$ cat src/mft_defs.svh
`ifndef MFT_DEFS_SVH
`define MFT_DEFS_SVH

// register indices; byte address is four times the index
`define MFT_IDX_CAP_LO 5'h00
`define MFT_IDX_CAP_HI 5'h01
`define MFT_IDX_CMP2_LO_RD 5'h02
`define MFT_IDX_CMP2_HI_RD 5'h03
`define MFT_IDX_CMP1_LO_RD 5'h04
`define MFT_IDX_CMP1_HI_RD 5'h05
`define MFT_IDX_CTRL_B_RD 5'h06
`define MFT_IDX_CTRL_A_RD 5'h07
`define MFT_IDX_CLEAR 5'h10
`define MFT_IDX_CMP2_LO_WR 5'h12
`define MFT_IDX_CMP2_HI_WR 5'h13
`define MFT_IDX_CMP1_LO_WR 5'h14
`define MFT_IDX_CMP1_HI_WR 5'h15
`define MFT_IDX_CTRL_B_WR 5'h16
`define MFT_IDX_CTRL_A_WR 5'h17

// control a bits
`define MFT_A_OVIE 0
`define MFT_A_OVF 1
`define MFT_A_CMIE 2
`define MFT_A_CMF1 3
`define MFT_A_CMF2 4
`define MFT_A_CPIE 5
`define MFT_A_CPF1 6
`define MFT_A_CPF2 7

// control b fields
`define MFT_B_MODE_LSB 0
`define MFT_B_PS_LSB 2
`define MFT_B_EVT_EDGE 5
`define MFT_B_CAP_EDGE 6

`define MFT_CNT_ZERO 16'h0000
`define MFT_CNT_MAX 16'hffff
`define MFT_BYTE_ZERO 8'h00
`define MFT_WORD_ZERO 32'h0000_0000

`endif

$ cat src/mft_pkg.sv
package mft_pkg;

    typedef enum logic [1:0] {
        MFT_SOFT = 2'b00,
        MFT_PWM = 2'b01,
        MFT_CAPCMP = 2'b10,
        MFT_EVENT = 2'b11
    } mft_mode_t;

endpackage

$ cat src/mft_timer.sv
`timescale 1ns/1ps
`default_nettype none
`include "mft_defs.svh"

module mft_timer #(
    parameter int PS_BITS = 3
) (
    // clock and reset
    input wire logic clock,
    input wire logic rst_n,
    // apb slave
    input wire logic psel,
    input wire logic penable,
    input wire logic pwrite,
    input wire logic [31:0] paddr,
    input wire logic [31:0] pwdata,
    output logic [31:0] prdata,
    output logic pready,
    output logic pslverr,
    // timer pins
    input wire logic capture_in_a,
    input wire logic capture_in_b,
    input wire logic event_clock_in,
    output logic wave_out,
    output logic wave_oe,
    // port bit the wave pin shares
    input wire logic port_data_latch,
    input wire logic port_dir_out,
    // interrupt request
    output logic timer_irq
);

    ////////////////////////////////////////////////////////////////////////
    // register state
    logic [15:0] count;
    logic [15:0] capture_value;
    logic [15:0] first_compare_value;
    logic [15:0] second_compare_capture_value;
    logic [7:0] ctrl_a;
    logic [7:0] ctrl_b;
    logic second_phase;
    logic pulse;
    logic [(1 << PS_BITS) - 2:0] presc;
    logic evt_prev;
    logic cap_a_prev;
    logic cap_b_prev;

    mft_pkg::mft_mode_t mode;
    logic [PS_BITS-1:0] ps_sel;
    logic evt_rise_sel;
    logic cap_rise_sel;

    assign mode = mft_pkg::mft_mode_t'(ctrl_b[`MFT_B_MODE_LSB +: 2]);
    assign ps_sel = ctrl_b[`MFT_B_PS_LSB +: PS_BITS];
    assign evt_rise_sel = ctrl_b[`MFT_B_EVT_EDGE];
    assign cap_rise_sel = ctrl_b[`MFT_B_CAP_EDGE];

    ////////////////////////////////////////////////////////////////////////
    // apb decode; one wait-free access phase
    logic acc;
    logic wr;
    logic [4:0] idx;
    logic mapped;

    assign acc = psel & penable;
    assign wr = acc & pwrite;
    assign idx = paddr[6:2];
    assign pready = 1'b1;

    always_comb
    begin
        case (idx)
            `MFT_IDX_CAP_LO, `MFT_IDX_CAP_HI, `MFT_IDX_CMP2_LO_RD, `MFT_IDX_CMP2_HI_RD,
            `MFT_IDX_CMP1_LO_RD, `MFT_IDX_CMP1_HI_RD, `MFT_IDX_CTRL_B_RD, `MFT_IDX_CTRL_A_RD:
                mapped = !pwrite;
            `MFT_IDX_CLEAR, `MFT_IDX_CMP2_LO_WR, `MFT_IDX_CMP2_HI_WR, `MFT_IDX_CMP1_LO_WR,
            `MFT_IDX_CMP1_HI_WR, `MFT_IDX_CTRL_B_WR, `MFT_IDX_CTRL_A_WR:
                mapped = pwrite;
            default:
                mapped = 1'b0;
        endcase
        if (paddr[31:7] != 25'h0000000 || paddr[1:0] != 2'h0)
        begin
            mapped = 1'b0;
        end
    end

    assign pslverr = acc & !mapped;

    logic wr_ok;
    assign wr_ok = wr & mapped;

    always_ff @(posedge clock or negedge rst_n)
    begin
        if (!rst_n)
        begin
            prdata <= `MFT_WORD_ZERO;
        end
        else if (psel && !penable && !pwrite)
        begin
            case (idx)
                `MFT_IDX_CAP_LO: prdata <= {24'h000000, capture_value[7:0]};
                `MFT_IDX_CAP_HI: prdata <= {24'h000000, capture_value[15:8]};
                `MFT_IDX_CMP2_LO_RD: prdata <= {24'h000000, second_compare_capture_value[7:0]};
                `MFT_IDX_CMP2_HI_RD: prdata <= {24'h000000, second_compare_capture_value[15:8]};
                `MFT_IDX_CMP1_LO_RD: prdata <= {24'h000000, first_compare_value[7:0]};
                `MFT_IDX_CMP1_HI_RD: prdata <= {24'h000000, first_compare_value[15:8]};
                `MFT_IDX_CTRL_B_RD: prdata <= {25'h0000000, ctrl_b[6:0]};
                `MFT_IDX_CTRL_A_RD: prdata <= {24'h000000, ctrl_a};
                default: prdata <= `MFT_WORD_ZERO;
            endcase
        end
    end

    ////////////////////////////////////////////////////////////////////////
    // timer clock: prescaler tick or selected event edge
    logic [(1 << PS_BITS) - 2:0] ps_mask;
    logic tick;
    logic evt_edge;
    logic cap_a_edge;
    logic cap_b_edge;

    for (genvar gi = 0; gi < (1 << PS_BITS) - 1; gi++)
    begin : g_ps_mask
        assign ps_mask[gi] = (ps_sel > gi);
    end
    assign evt_edge = evt_rise_sel ? (event_clock_in & !evt_prev) : (!event_clock_in & evt_prev);
    assign cap_a_edge = cap_rise_sel ? (capture_in_a & !cap_a_prev) : (!capture_in_a & cap_a_prev);
    assign cap_b_edge = cap_rise_sel ? (capture_in_b & !cap_b_prev) : (!capture_in_b & cap_b_prev);
    // prescaler runs free, so a new divide factor takes effect within one period
    assign tick = (mode == mft_pkg::MFT_EVENT) ? evt_edge : ((presc & ps_mask) == ps_mask);

    always_ff @(posedge clock or negedge rst_n)
    begin
        if (!rst_n)
        begin
            presc <= '0;
        end
        else
        begin
            presc <= presc + 1'b1;
        end
    end

    // previous levels start at the idle low of the pins, so reset gives no false edge
    always_ff @(posedge clock or negedge rst_n)
    begin
        if (!rst_n)
        begin
            evt_prev <= 1'b0;
            cap_a_prev <= 1'b0;
            cap_b_prev <= 1'b0;
        end
        else
        begin
            evt_prev <= event_clock_in;
            cap_a_prev <= capture_in_a;
            cap_b_prev <= capture_in_b;
        end
    end

    ////////////////////////////////////////////////////////////////////////
    // counter and match logic
    logic capcmp;
    logic [15:0] target;
    logic hit;
    logic clear_cmd;
    logic [15:0] count_inc;

    assign capcmp = (mode == mft_pkg::MFT_CAPCMP);
    assign target = (second_phase && !capcmp) ? second_compare_capture_value : first_compare_value;
    assign count_inc = count + 1'b1;
    // modes other than capture/compare restart on the tick that would reach the target, so a phase lasts target ticks
    assign hit = tick && (capcmp ? (count == target) : (count_inc == target));
    assign clear_cmd = wr_ok && idx == `MFT_IDX_CLEAR;

    always_ff @(posedge clock or negedge rst_n)
    begin
        if (!rst_n)
        begin
            count <= `MFT_CNT_ZERO;
            second_phase <= 1'b0;
            pulse <= 1'b0;
        end
        else if (clear_cmd)
        begin
            count <= `MFT_CNT_ZERO;
            second_phase <= 1'b0;
            pulse <= 1'b0;
        end
        else if (tick)
        begin
            if (capcmp)
            begin
                count <= count_inc;
                if (hit)
                begin
                    pulse <= !pulse;
                end
            end
            else if (hit)
            begin
                count <= `MFT_CNT_ZERO;
                second_phase <= !second_phase;
                pulse <= !second_phase;
            end
            else
            begin
                // a target below the count is reached only after the wrap
                count <= count_inc;
            end
        end
    end

    ////////////////////////////////////////////////////////////////////////
    // compare and capture registers
    always_ff @(posedge clock or negedge rst_n)
    begin
        if (!rst_n)
        begin
            first_compare_value <= `MFT_CNT_ZERO;
        end
        else if (wr_ok && idx == `MFT_IDX_CMP1_LO_WR)
        begin
            first_compare_value[7:0] <= pwdata[7:0];
        end
        else if (wr_ok && idx == `MFT_IDX_CMP1_HI_WR)
        begin
            first_compare_value[15:8] <= pwdata[7:0];
        end
    end

    // capture wins over a software write in the same cycle
    always_ff @(posedge clock or negedge rst_n)
    begin
        if (!rst_n)
        begin
            second_compare_capture_value <= `MFT_CNT_ZERO;
        end
        else if (capcmp && cap_b_edge)
        begin
            second_compare_capture_value <= count;
        end
        else if (wr_ok && idx == `MFT_IDX_CMP2_LO_WR)
        begin
            second_compare_capture_value[7:0] <= pwdata[7:0];
        end
        else if (wr_ok && idx == `MFT_IDX_CMP2_HI_WR)
        begin
            second_compare_capture_value[15:8] <= pwdata[7:0];
        end
    end

    always_ff @(posedge clock or negedge rst_n)
    begin
        if (!rst_n)
        begin
            capture_value <= `MFT_CNT_ZERO;
        end
        else if (capcmp && cap_a_edge)
        begin
            capture_value <= count;
        end
    end

    ////////////////////////////////////////////////////////////////////////
    // control registers and pending flags
    logic [7:0] set_a;

    always_comb
    begin
        set_a = `MFT_BYTE_ZERO;
        set_a[`MFT_A_OVF] = tick && !clear_cmd && count == `MFT_CNT_MAX && (capcmp || !hit);
        set_a[`MFT_A_CMF1] = hit && !clear_cmd && (capcmp || !second_phase);
        set_a[`MFT_A_CMF2] = hit && !clear_cmd && !capcmp && second_phase;
        set_a[`MFT_A_CPF1] = capcmp && cap_a_edge;
        set_a[`MFT_A_CPF2] = capcmp && cap_b_edge;
    end

    always_ff @(posedge clock or negedge rst_n)
    begin
        if (!rst_n)
        begin
            ctrl_b <= `MFT_BYTE_ZERO;
        end
        else if (wr_ok && idx == `MFT_IDX_CTRL_B_WR)
        begin
            ctrl_b <= {1'b0, pwdata[6:0]};
        end
    end

    // flags: writing 0 clears, writing 1 keeps; a new event beats the clear
    always_ff @(posedge clock or negedge rst_n)
    begin
        if (!rst_n)
        begin
            ctrl_a <= `MFT_BYTE_ZERO;
        end
        else if (wr_ok && idx == `MFT_IDX_CTRL_A_WR)
        begin
            ctrl_a <= (pwdata[7:0] & ctrl_a & 8'hda) | (pwdata[7:0] & 8'h25) | set_a;
        end
        else
        begin
            ctrl_a <= ctrl_a | set_a;
        end
    end

    ////////////////////////////////////////////////////////////////////////
    // pin and interrupt outputs
    always_ff @(posedge clock or negedge rst_n)
    begin
        if (!rst_n)
        begin
            wave_out <= 1'b0;
        end
        else
        begin
            // software timer and event modes leave the pin to the port latch
            wave_out <= (mode == mft_pkg::MFT_PWM || capcmp) ? pulse : port_data_latch;
        end
    end

    always_ff @(posedge clock or negedge rst_n)
    begin
        if (!rst_n)
        begin
            wave_oe <= 1'b0;
        end
        else
        begin
            wave_oe <= port_dir_out;
        end
    end

    always_ff @(posedge clock or negedge rst_n)
    begin
        if (!rst_n)
        begin
            timer_irq <= 1'b0;
        end
        else
        begin
            timer_irq <= (ctrl_a[`MFT_A_OVF] & ctrl_a[`MFT_A_OVIE])
                | ((ctrl_a[`MFT_A_CMF1] | ctrl_a[`MFT_A_CMF2]) & ctrl_a[`MFT_A_CMIE])
                | ((ctrl_a[`MFT_A_CPF1] | ctrl_a[`MFT_A_CPF2]) & ctrl_a[`MFT_A_CPIE]);
        end
    end

endmodule

`default_nettype wire

$ cat config.mk
export PLATFORM = sky130hd
export DESIGN_NAME = mft_timer
export DESIGN_NICKNAME = d
export VERILOG_FILES = /design/src/mft_pkg.sv /design/src/mft_timer.sv
export VERILOG_INCLUDE_DIRS = /design/src
export SDC_FILE = /design/constraint.sdc
export NUM_CORES = 1
export LEC_CHECK = 0
export BUFFER_PORTS_ARGS = -buffer_cell sky130_fd_sc_hd__buf_2
export CELL_PAD_IN_SITES_DETAIL_PLACEMENT = 1
export CELL_PAD_IN_SITES_GLOBAL_PLACEMENT = 1
export CORE_ASPECT_RATIO = 1.5
export CORE_UTILIZATION = 35
export CTS_CLUSTER_DIAMETER = 100
export DETAILED_ROUTE_END_ITERATION = 10
export GPL_TIMING_DRIVEN = 0
export MAX_ROUTING_LAYER = met4
export PLACE_DENSITY = 0.69
export SKIP_CTS_REPAIR_TIMING = 1
export SYNTH_ARGS = -nofsm -noshare
export SYNTH_HDL_FRONTEND = slang
export SYNTH_SLANG_ARGS = --single-unit
$ cat constraint.sdc
create_clock -name clock -period 3.5 [get_ports clock]
set_clock_uncertainty 0.1 [all_clocks]
set_input_delay 0.175 -clock clock [delete_from_list [all_inputs] [get_ports clock]]
set_output_delay 0.175 -clock clock [all_outputs]
set_load 0.01 [all_outputs]
==> impl_results.md, run 1 <==
* H-tree level count at 3
* Post-synth EDFFs at 0
* # diodes at 0
* Post-DP HPWL at 15.8 mm
* Chip Width at 110 um
* Layout area overhead at 19.5%
* Vias in the first global route at ~5500
* Status: finished clean
* Ports at 111
* Top cells by area, synth: dfrtp_1 (42%), mux2_2 (7.0%), mux2i_1 (4.6%)
* Clk sinks at ~100
* Crit path arrival time at 3.52 ns
* Yosys reg bits at around 100
* Die H at 163 um
* Grt ovf at 0
* CP startpoint kind: flip-flop
* Max Cap Viol at 0
* Clock Path Buffers at 2
* Core area at around 17000 um2
* CP Cell Sequence: ha_1 > buf_2 > nor2b_4 > buf_8 > mux2i_4 > o22ai_1 > mux2i_1 > nand4_1 > or3b_4 > or4b_1 > a21oi_1
* Fraction of power spent switching nets at 22.2%
* Port-buffer cells at 59
* Final core occ at 42.9%
* Sequential share of power at ~47%
* Cells after Synth at 612
* Post-route ant nets at 0
* Fin Setup TNS at 0 ns
* Synth async-reset ratio at 100%
* Leak Pwr at ~0.0032 uW
* Crit-path max FO at 10
* Switch Pwr at 568 uW
* Antenna violations before repair at 0
* Yosys top cell area share at 42.0%
* Clock power share at 46.3%
* Drt via density at between 5 and 6
* Clock root buffer: clkbuf_16
* Share of layout cells above drive strength 1 at between 20 and 30%
* Final hold slack at just over 0.03 ns
* Drt initial violations at roughly 240
* Max incr delay on CP at 0.54 ns
* Hold violation total from the final report at 0
* Worst R2R Setup Slack at around 0.14 ns
* Worst Max-Slew Pin Slew at 1.39 ns
* Synth area leader: dfrtp_1
* Mapped cell area at a little over 6000 um2
* # nets final at about 800
* Die footprint at roughly 18000 um2
* Residual DRC at 0
* Worst EP required at about 3.7 ns
* FP Rows at slightly below 60
* Wire per inst at 21.8 um
* Share of total power in combinational logic at under 10%
* First-pass GRT wire length at 31.3 mm
* Fmax achieved at between 200 and 300 MHz
* Synth warn at 0
* Post-Route WL at roughly 20 mm
* Drt pass-1 iters at 6
* Worst-Skew Late Latency at between 0.3 and 0.4 ns
* Synthesized area per cell at 9.93 um2
* Ys flop type: dfrtp_1
* Setup violators final at 0
* CTS Buf Count at 9
* Max Transition Viols Final at 0
* Post-synthesis sequential area ratio at between 40% and 50%
* PwrDens at roughly 350 nW/um2
* CTS tree: yes
* Critical Path Slowest Stage Cell: or4b_1
* Placer Congestion at 0.912
* Tot GR Track Use at 24.6%
* Maximum VDD drop at about 0.20 mV
* WS Path Type: reg -> reg
* Pin count of the biggest net entering global routing at 73
* Clock slew seen by the registers of the worst setup and hold paths at 0.07 ns
* Min cycle time layout at 3.36 ns
* Hold Path Class: in -> reg
* Synth cell types at about 70
* Critical Path End Type: flip-flop
* Via count at around 5300
* Slew headroom at 6.86%
* Crit share post-route at between 90% and 100%
* Final setup margin at between 0.1 and 0.15 ns
* Internal at between 1500 and 2000 uW
* Place WS at -0.207 ns
* Starting Density at a little over a third
metal layers:
layer	track usage, %	vias to the layer above	part of all wire (%)
li1	-	2400	-
met1	26.0	2665	38
met2	42.8	154	53
met3	3.23	64	4.0
met4	14.9	0	5.9
met5	-	-	0
path summary, 6_finish.rpt:
check	startpoint	endpoint	depth (start not counted)
max in group asynchronous	rst_n	second_compare_capture_value[8]	3
worst min-delay path	pwdata[7]	first_compare_value[15]	2
worst min register to register	presc[6]	presc[6]	1
worst max-delay path	ctrl_b[1]	pulse	11
min in group asynchronous	rst_n	wave_oe	2
worst max register to register	ctrl_b[1]	pulse	11
cells in the mapped netlist, drive strengths merged (6+ instances only):
| library cell | n |
|---|---|
| a21oi | 14 |
| a221oi | 15 |
| a22o | 15 |
| a31oi | 12 |
| buf | 43 |
| clkbuf | 14 |
| dfrtp | 102 |
| inv | 7 |
| mux2 | 46 |
| mux2i | 29 |
| nand2 | 43 |
| nand2b | 22 |
| nand3 | 21 |
| nand4 | 10 |
| nor2 | 45 |
| nor3 | 15 |
| nor4 | 13 |
| o21ai | 39 |
| o22ai | 6 |
| xnor2 | 23 |
| xor2 | 11 |
state kept, by name, summed over array words and instances (netlist names):
name and cells:
first_compare_value 16, prdata 8, pulse 1, wave_oe 1
count 16, timer_irq 1, cap_b_prev 1, second_phase 1
ctrl_b 7, evt_prev 1, ctrl_a 8, second_compare_capture_value 16
wave_out 1, presc 7, capture_value 16, cap_a_prev 1
final cells by class:
| class | instances | area (um2) |
|---|---|---|
| multi-input cells | 469 | 3310 |
| inverters | 7 | 26.3 |
| clock buffers | 11 | 243 |
| clock inverters | 5 | 106 |
| repair buffers | 70 | 415 |
| well taps | 210 | 263 |
| flip-flops and latches | 102 | 2550 |
| fillers | 1944 | 9650 |
| plain buffers | 57 | 345 |
cells in the final DEF, fill, tap and decap left out, drive strengths merged, types with 10 or more instances in the layout:
cell,synthesis,layout
xor2,11,11
nand2b,22,22
clkbuf,14,26
a21oi,14,14
buf,43,106
dfrtp,102,102
a31oi,12,12
mux2i,29,29
mux2,46,46
conb,2,25
nand2,43,43
nor3,15,15
nor4,13,13
o21ai,39,39
a221oi,15,15
nand3,21,21
nor2,45,45
nand4,10,10
a22o,15,15
xnor2,23,23
critical path, delay by kind of cell (launching register included):
kind | cells | cell delay, ns
DFF | 1 | 0.44
adders and majority gates | 1 | 0.20
buffers and inverters | 2 | 0.41
and+or+nand+nor | 4 | 1.33
AOI/OAI and AO/OA | 2 | 0.27
muxes | 2 | 0.51
power groups by stage:
stage	clock network [uW]	registers [uW]	logic [uW]
floorplan	0	1230	63.1
global placement	0	1230	158
detailed placement	0	1230	164
CTS	1200	1200	165
global route	1240	1210	189
finish	1180	1200	169
through the flow:
stage | total power, uW | std cells | cell area (um2)
floorplan | 1300 | 635 | 6160
global placement | 1380 | 904 | 6720
detailed placement | 1390 | 905 | 6750
CTS | 2570 | 921 | 7100
global route | 2630 | 931 | 7260
finish | 2550 | 931 | 7260
logic make-up (layout without fill, tap and decap cells):
| kind of cell | Yosys count | after routing | synth area share [%] |
|---|---|---|---|
| xor gates and xnor gates | 34 | 34 | 4.90 |
| other | 2 | 25 | 0.124 |
| AOI/OAI and AO/OA | 124 | 124 | 13.7 |
| muxes | 76 | 76 | 13.7 |
| buffers and inverters | 64 | 150 | 5.95 |
| adders and majority gates | 4 | 4 | 0.824 |
| DFF | 102 | 102 | 42.0 |
| and+or+nand+nor | 206 | 206 | 18.8 |
Power figures use the tool's default switching activity.
==> inputs of run 2 (changes only) <==
CORE_ASPECT_RATIO = 0.9   (was 1.5)
==> run 2 against run 1 <==
Compared with the run above:
- the flow now finishes with violations (max-capacitance violations, max-slew violations)
- sequential cell count unchanged
- total power down 7.4%
- global-route usage down 1.1 points
- critical path depth unchanged
- highest routed layer unchanged
- via count up 0.47%
- hold slack worse by 0.017 ns
- sequential power about the same
- non-clock buffer count unchanged
- worst setup slack better by 0.0030 ns
- first-iteration DRC count up 28%
- utilization down 0.17 points
==> impl_results.md, run 2 (synthesized netlist as in run 1, its figures left out) <==
* # nets final at 794 (unchanged)
* Max Cap Viol at 1 (was 0)
* Core area at 16900 um2 (about the same)
* Pin count of the biggest net entering global routing at 57 (was 73)
* Antenna violations before repair at 0 (unchanged)
* Slew headroom at -3.25% (was 6.86%)
* Critical Path Sink: count[1] (was pulse)
* Share of total power in combinational logic at 7.2% (was 6.6%)
* Failing checks: max-capacitance violations, max-slew violations
* FP Rows at 45 (was 58)
* Post-route ant nets at 0 (unchanged)
* Tot GR Track Use at 23.5% (was 24.6%)
* Worst R2R Setup Slack at 0.14 ns (about the same)
* Ports at 111 (unchanged)
* Setup violators final at 0 (unchanged)
* Drt initial violations at 310 (was 242)
* Internal at 1790 uW (was 1990 uW)
* Maximum VDD drop at 0.305 mV (was 0.197 mV)
* Switch Pwr at 579 uW (was 568 uW)
* R2R cell count at 11 (unchanged)
* Port-buffer cells at 59 (unchanged)
* CTS tree: yes (unchanged)
* Commonest non-fill, non-tap cell in the layout: dfrtp_1 (unchanged)
* Critical Path End Type: flip-flop (unchanged)
* Worst Max-Slew Pin Slew at 1.54 ns (was 1.39 ns)
* Final core occ at 42.8% (was 42.9%)
* Worst setup path start: count[1] (was ctrl_b[1])
* Worst R2R Start: count[1] (was ctrl_b[1])
* Critical Path Slowest Stage Cell: or4_4 (was or4b_1)
* Crit-path max FO at 10 (unchanged)
* Clk sinks at 102 (unchanged)
* Vias in the first global route at 5395 (was 5520)
* Die H at 127 um (was 163 um)
* Most frequent CP cell: mux2i_1
* Layout area overhead at 19.3% (was 19.5%)
* Grt ovf at 0 (unchanged)
* FF-to-FF End: count[1] (was pulse)
* Worst-Skew Late Latency at 0.37 ns (was 0.35 ns)
* Hold Path Class: in -> reg (unchanged)
* Fmax achieved at 298 MHz (about the same)
* Max Transition Viols Final at 9 (was 0)
* First-pass GRT wire length at 30.5 mm (was 31.3 mm)
* Fraction of power spent switching nets at 24.5% (was 22.2%)
* Placer Congestion at 0.887 (was 0.912)
* Levels on crit path at 11 (unchanged)
* Buf/Inv on CP at 2 (unchanged)
* Delay-heaviest family, CP: simple AND/OR/NAND/NOR gates (unchanged)
* Most frequent cells in the layout: dfrtp_1 (101), buf_2 (70), nor2_1 (45) (was dfrtp_1 (101), buf_2 (71), nor2_1 (45))
* Clock power share at 41.9% (was 46.3%)
* Crit path arrival time at 3.43 ns (was 3.52 ns)
* Status: finished with violations (was finished clean)
* Chip Width at 141 um (was 110 um)
* WS Path Type: reg -> reg (unchanged)
* Drt via density at 5.55 (was 5.67)
* Residual DRC at 0 (unchanged)
* Drt pass-1 iters at 5 (was 6)
* Hold violation total from the final report at 0 (unchanged)
* # diodes at 0 (unchanged)
* Post-DP HPWL at 14.9 mm (was 15.8 mm)
* CP Cell Sequence: ha_1 > buf_2 > nand3_2 > or4_4 > mux2i_1 > mux2i_1 > mux2i_4 > nor3b_1 > a31o_2 > buf_12 > o32ai_1 (was ha_1 > buf_2 > nor2b_4 > buf_8 > mux2i_4 > o22ai_1 > mux2i_1 > nand4_1 > or3b_4 > or4b_1 > a21oi_1)
* Die footprint at 17900 um2 (about the same)
* CTS Buf Count at 9 (unchanged)
* Post-Route WL at 19.7 mm (was 20.3 mm)
* Sequential share of power at 50.9% (was 47.1%)
* Crit share post-route at 95.9% (was 96.0%)
* RSZ-0062 raised after global routing: true
* Worst EP required at 3.58 ns (was 3.67 ns)
* Clock root buffer: clkbuf_16 (unchanged)
* Min cycle time layout at 3.36 ns (about the same)
* Clock slew seen by the registers of the worst setup and hold paths at 0.07 ns (about the same)
* Leak Pwr at 0.00322 uW (was 0.00324 uW)
* PwrDens at 326 nW/um2 (was 352 nW/um2)
* Share of layout cells above drive strength 1 at 25.8% (was 25.2%)
* Final hold slack at 0.0140 ns (was 0.0305 ns)
* Clock Path Buffers at 2 (unchanged)
* Via count at 5308 (was 5283)
* Max incr delay on CP at 0.63 ns (was 0.54 ns)
* H-tree level count at 3 (unchanged)
* CP startpoint kind: flip-flop (unchanged)
* Starting Density at 35.9% (about the same)
* Wire per inst at 20.6 um (was 21.8 um)
[run 2: worst reg2reg max path, stage by stage, from the launching register on]
cell and delay (ns):
dfrtp_2 0.45, ha_1 0.16, buf_2 0.19, nand3_2 0.25, or4_4 0.63, mux2i_1 0.15
mux2i_1 0.27, mux2i_4 0.17, nor3b_1 0.29, a31o_2 0.30, buf_12 0.14, o32ai_1 0.07
[run 2: how the worst min path moves through the flow]
| stage | end | slack [ns] | depth (start not counted) | startpoint |
|---|---|---|---|---|
| finish | ctrl_b[0] | 0.01 | 2 | pwdata[0] |
| global placement | wave_oe | 0.19 | 1 | port_dir_out |
| floorplan | cap_a_prev | -0.22 | 0 | rst_n |
| global route | ctrl_b[0] | 0.03 | 2 | pwdata[0] |
| detailed placement | wave_oe | 0.19 | 1 | port_dir_out |
| CTS | count[4] | -0.19 | 1 | rst_n |
[run 2: area by class of cell]
type,instances,area (um2)
fillers,1942,9700
multi-input cells,469,3310
flip-flops and latches,102,2550
repair buffers,70,428
plain buffers,57,353
well taps,235,294
clock buffers,11,253
clock inverters,5,33.8
inverters,7,26.3
[run 2: per-stage QoR]
stage / area, um2 / TNS [ns] / total power (uW) / worst slack (ns) / std cells
after floorplan: 6160 / 0 / 1300 / 0.571 / 635
after global placement: 6750 / -1.89 / 1380 / -0.238 / 929
after detailed placement: 6780 / -2.68 / 1390 / -0.299 / 930
after CTS: 7070 / -2.62 / 2380 / -0.319 / 946
after global routing: 7250 / 0 / 2440 / 0.00656 / 956
final: 7250 / 0 / 2360 / 0.144 / 956
[run 2: power by group through the flow]
stage	Combinational [uW]	Clock [uW]	Sequential, uW
floorplan	63.1	0	1230
global placement	157	0	1230
detailed placement	165	0	1230
CTS	166	1010	1200
global route	187	1050	1210
finish	169	991	1200
[run 2: layer usage]
layer / global-route usage, % / vias to the layer above / part of all wire, % / routed length (um)
met1: 29.7 / 2724 / 46 / 9060
li1: - / 2398 / - / -
met5: - / - / 0 / 0
met3: 5.28 / 23 / 5.3 / 1050
met4: 8.18 / 0 / 2.0 / 403
met2: 37.1 / 163 / 47 / 9230
==> inputs of run 3 (changes only) <==
PLACE_DENSITY = not set   (was 0.69)
PLACE_DENSITY_LB_ADDON = 0.1   (was not set)
==> run 3 against run 2 <==
Compared with the run above:
- the flow now finishes without violations
- total power is 4.7% higher
- cell count is 0.21% lower
- non-clock buffer count is 2 lower
- hold slack better by 0.013 ns
- first-iteration DRC count is 2.9% lower
- critical path type unchanged
- sequential share of layout area hardly changed
- count of clock-buffer cells in the layout is 2 lower
- critical path depth is 1 higher
- fmax hardly changed
- register-to-register slack hardly changed
- global-route usage is 1.6 points higher
==> impl_results.md, run 3 (synthesized netlist as in run 1, its figures left out) <==
* Final cell count without fillers at 954 (was 956)
* CP startpoint kind: flip-flop (unchanged)
* Post-Route WL at 20.7 mm (was 19.7 mm)
* # diodes at 0 (unchanged)
* Buf/Inv on CP at 3 (was 2)
* CTS Buf Count at 9 (unchanged)
* Leak Pwr at 0.00322 uW (about the same)
* Delay-heaviest family, CP: simple AND/OR/NAND/NOR gates (unchanged)
* Die H at 127 um (unchanged)
* Grt ovf at 0 (unchanged)
* Worst Max-Slew Pin Slew at 1.32 ns (was 1.54 ns)
* Drt via density at 5.55 (about the same)
* Worst hold path depth at 2 (unchanged)
* Worst R2R Start: ctrl_b[0] (was count[1])
* Max incr delay on CP at 0.53 ns (was 0.63 ns)
* Post-route ant nets at 0 (unchanged)
* Share of layout cells above drive strength 1 at 25.5% (was 25.8%)
* Worst-Skew Late Latency at 0.37 ns (about the same)
* Via count at 5295 (was 5308)
* Commonest non-fill, non-tap cell in the layout: dfrtp_1 (unchanged)
* Place WS at -0.200 ns (was -0.299 ns)
* # nets final at 792 (was 794)
* Worst R2R Setup Slack at 0.15 ns (was 0.14 ns)
* Ports at 111 (unchanged)
* R2R cell count at 12 (was 11)
* Fmax achieved at 298 MHz (about the same)
* Cells after DPL at 931 (was 930)
* Drt initial violations at 301 (was 310)
* Clock root buffer: clkbuf_16 (unchanged)
* Min cycle time layout at 3.35 ns (was 3.36 ns)
* Starting Density at 35.9% (unchanged)
* Antenna violations before repair at 0 (unchanged)
* CP Cell Sequence: inv_1 > ha_1 > buf_2 > nor2b_4 > buf_6 > mux2i_4 > o22ai_1 > mux2i_1 > nand4_1 > or3b_4 > or4b_1 > a21oi_1 (was ha_1 > buf_2 > nand3_2 > or4_4 > mux2i_1 > mux2i_1 > mux2i_4 > nor3b_1 > a31o_2 > buf_12 > o32ai_1)
* Layout area overhead at 19.1% (was 19.3%)
* Port-buffer cells at 59 (unchanged)
* Pin count of the biggest net entering global routing at 56 (was 57)
* FP Rows at 45 (unchanged)
* Most frequent cells in the layout: dfrtp_1 (101), buf_2 (71), nor2_1 (45) (was dfrtp_1 (101), buf_2 (70), nor2_1 (45))
* FF-to-FF End: pulse (was count[1])
* Critical Path Slowest Stage Cell: or4b_1 (was or4_4)
* Hold violation total from the final report at 0 (unchanged)
* Vias in the first global route at 5515 (was 5395)
* Max Cap Viol at 0 (was 1)
* Worst EP required at 3.69 ns (was 3.58 ns)
* Slew headroom at 11.7% (was -3.25%)
* Drt pass-1 iters at 5 (unchanged)
* Status: finished clean (was finished with violations)
* Residual DRC at 0 (unchanged)
* Post-DP HPWL at 15.6 mm (was 14.9 mm)
* Die footprint at 17900 um2 (unchanged)
* Clk sinks at 102 (unchanged)
* Crit path arrival time at 3.54 ns (was 3.43 ns)
* H-tree level count at 3 (unchanged)
* Placer Congestion at 0.857 (was 0.887)
* Worst hold endpoint: first_compare_value[7] (was ctrl_b[0])
* Maximum VDD drop at 0.240 mV (was 0.305 mV)
* Crit-path max FO at 10 (unchanged)
* Hold Path Class: in -> reg (unchanged)
* Clock slew seen by the registers of the worst setup and hold paths at 0.08 ns (was 0.07 ns)
* Final setup margin at 0.147 ns (was 0.144 ns)
* PwrDens at 342 nW/um2 (was 326 nW/um2)
* Hold_sp: pwdata[7] (was pwdata[0])
* Critical Path End Type: flip-flop (unchanged)
* CTS tree: yes (unchanged)
* Chip Width at 141 um (unchanged)
* Tot GR Track Use at 25.1% (was 23.5%)
* Setup violators final at 0 (unchanged)
* Wire per inst at 21.7 um (was 20.6 um)
* WS Path Type: reg -> reg (unchanged)
* First-pass GRT wire length at 32.5 mm (was 30.5 mm)
* Clock Path Buffers at 2 (unchanged)
* Max Transition Viols Final at 0 (was 9)
* Core area at 16900 um2 (unchanged)
* Crit share post-route at 95.8% (was 95.9%)
[run 3: layer usage]
| metal | vias up | routed length (um) | GRT usage, % |
|---|---|---|---|
| met3 | 33 | 764 | 3.82 |
| met5 | - | 0 | - |
| met2 | 151 | 9650 | 39.2 |
| met4 | 0 | 485 | 7.93 |
| met1 | 2713 | 9810 | 33.6 |
| li1 | 2398 | - | - |
[run 3: area by class of cell]
class	count	area (um2)
Sequential cell	102	2550
Inverter	7	26.3
Buffer	57	342
Timing Repair Buffer	68	400
Multi-Input combinational cell	469	3310
Clock inverter	7	86.3
Clock buffer	9	225
Fill cell	1956	9710
Tap cell	235	294
[run 3: worst max path at each step]
stage	from	endpoint	slack, ns	depth (start not counted)
floorplan	ctrl_b[0]	pulse	0.57	12
global placement	ctrl_b[0]	ctrl_a[4]	-0.22	11
detailed placement	ctrl_b[0]	ctrl_a[4]	-0.20	12
CTS	ctrl_b[0]	ctrl_a[4]	-0.22	11
global route	ctrl_b[0]	ctrl_a[3]	-0.01	12
finish	ctrl_b[0]	pulse	0.15	12
[run 3: per-stage QoR]
| step | power, uW | TNS, ns | instance area [um2] | util, % | hold slack [ns] |
|---|---|---|---|---|---|
| after global placement | 1390 | -3.00 | 6750 | 39.8 | 0.183 |
| after detailed placement | 1400 | -2.63 | 6790 | 40.1 | 0.167 |
| final | 2480 | 0 | 7240 | 42.7 | 0.0271 |
| after floorplan | 1300 | 0 | 6160 | - | -0.221 |
| after global routing | 2560 | -0.0162 | 7240 | 42.7 | 0.0269 |
| after CTS | 2500 | -3.12 | 7100 | 41.9 | -0.231 |
[run 3: report_power, final]
group / switching (uW) / total, uW / internal [uW]
clock: 525 / 1100 / 575
combinational: 102 / 172 / 70.4
sequential: 8.65 / 1200 / 1190
total: 635 / 2480 / 1840
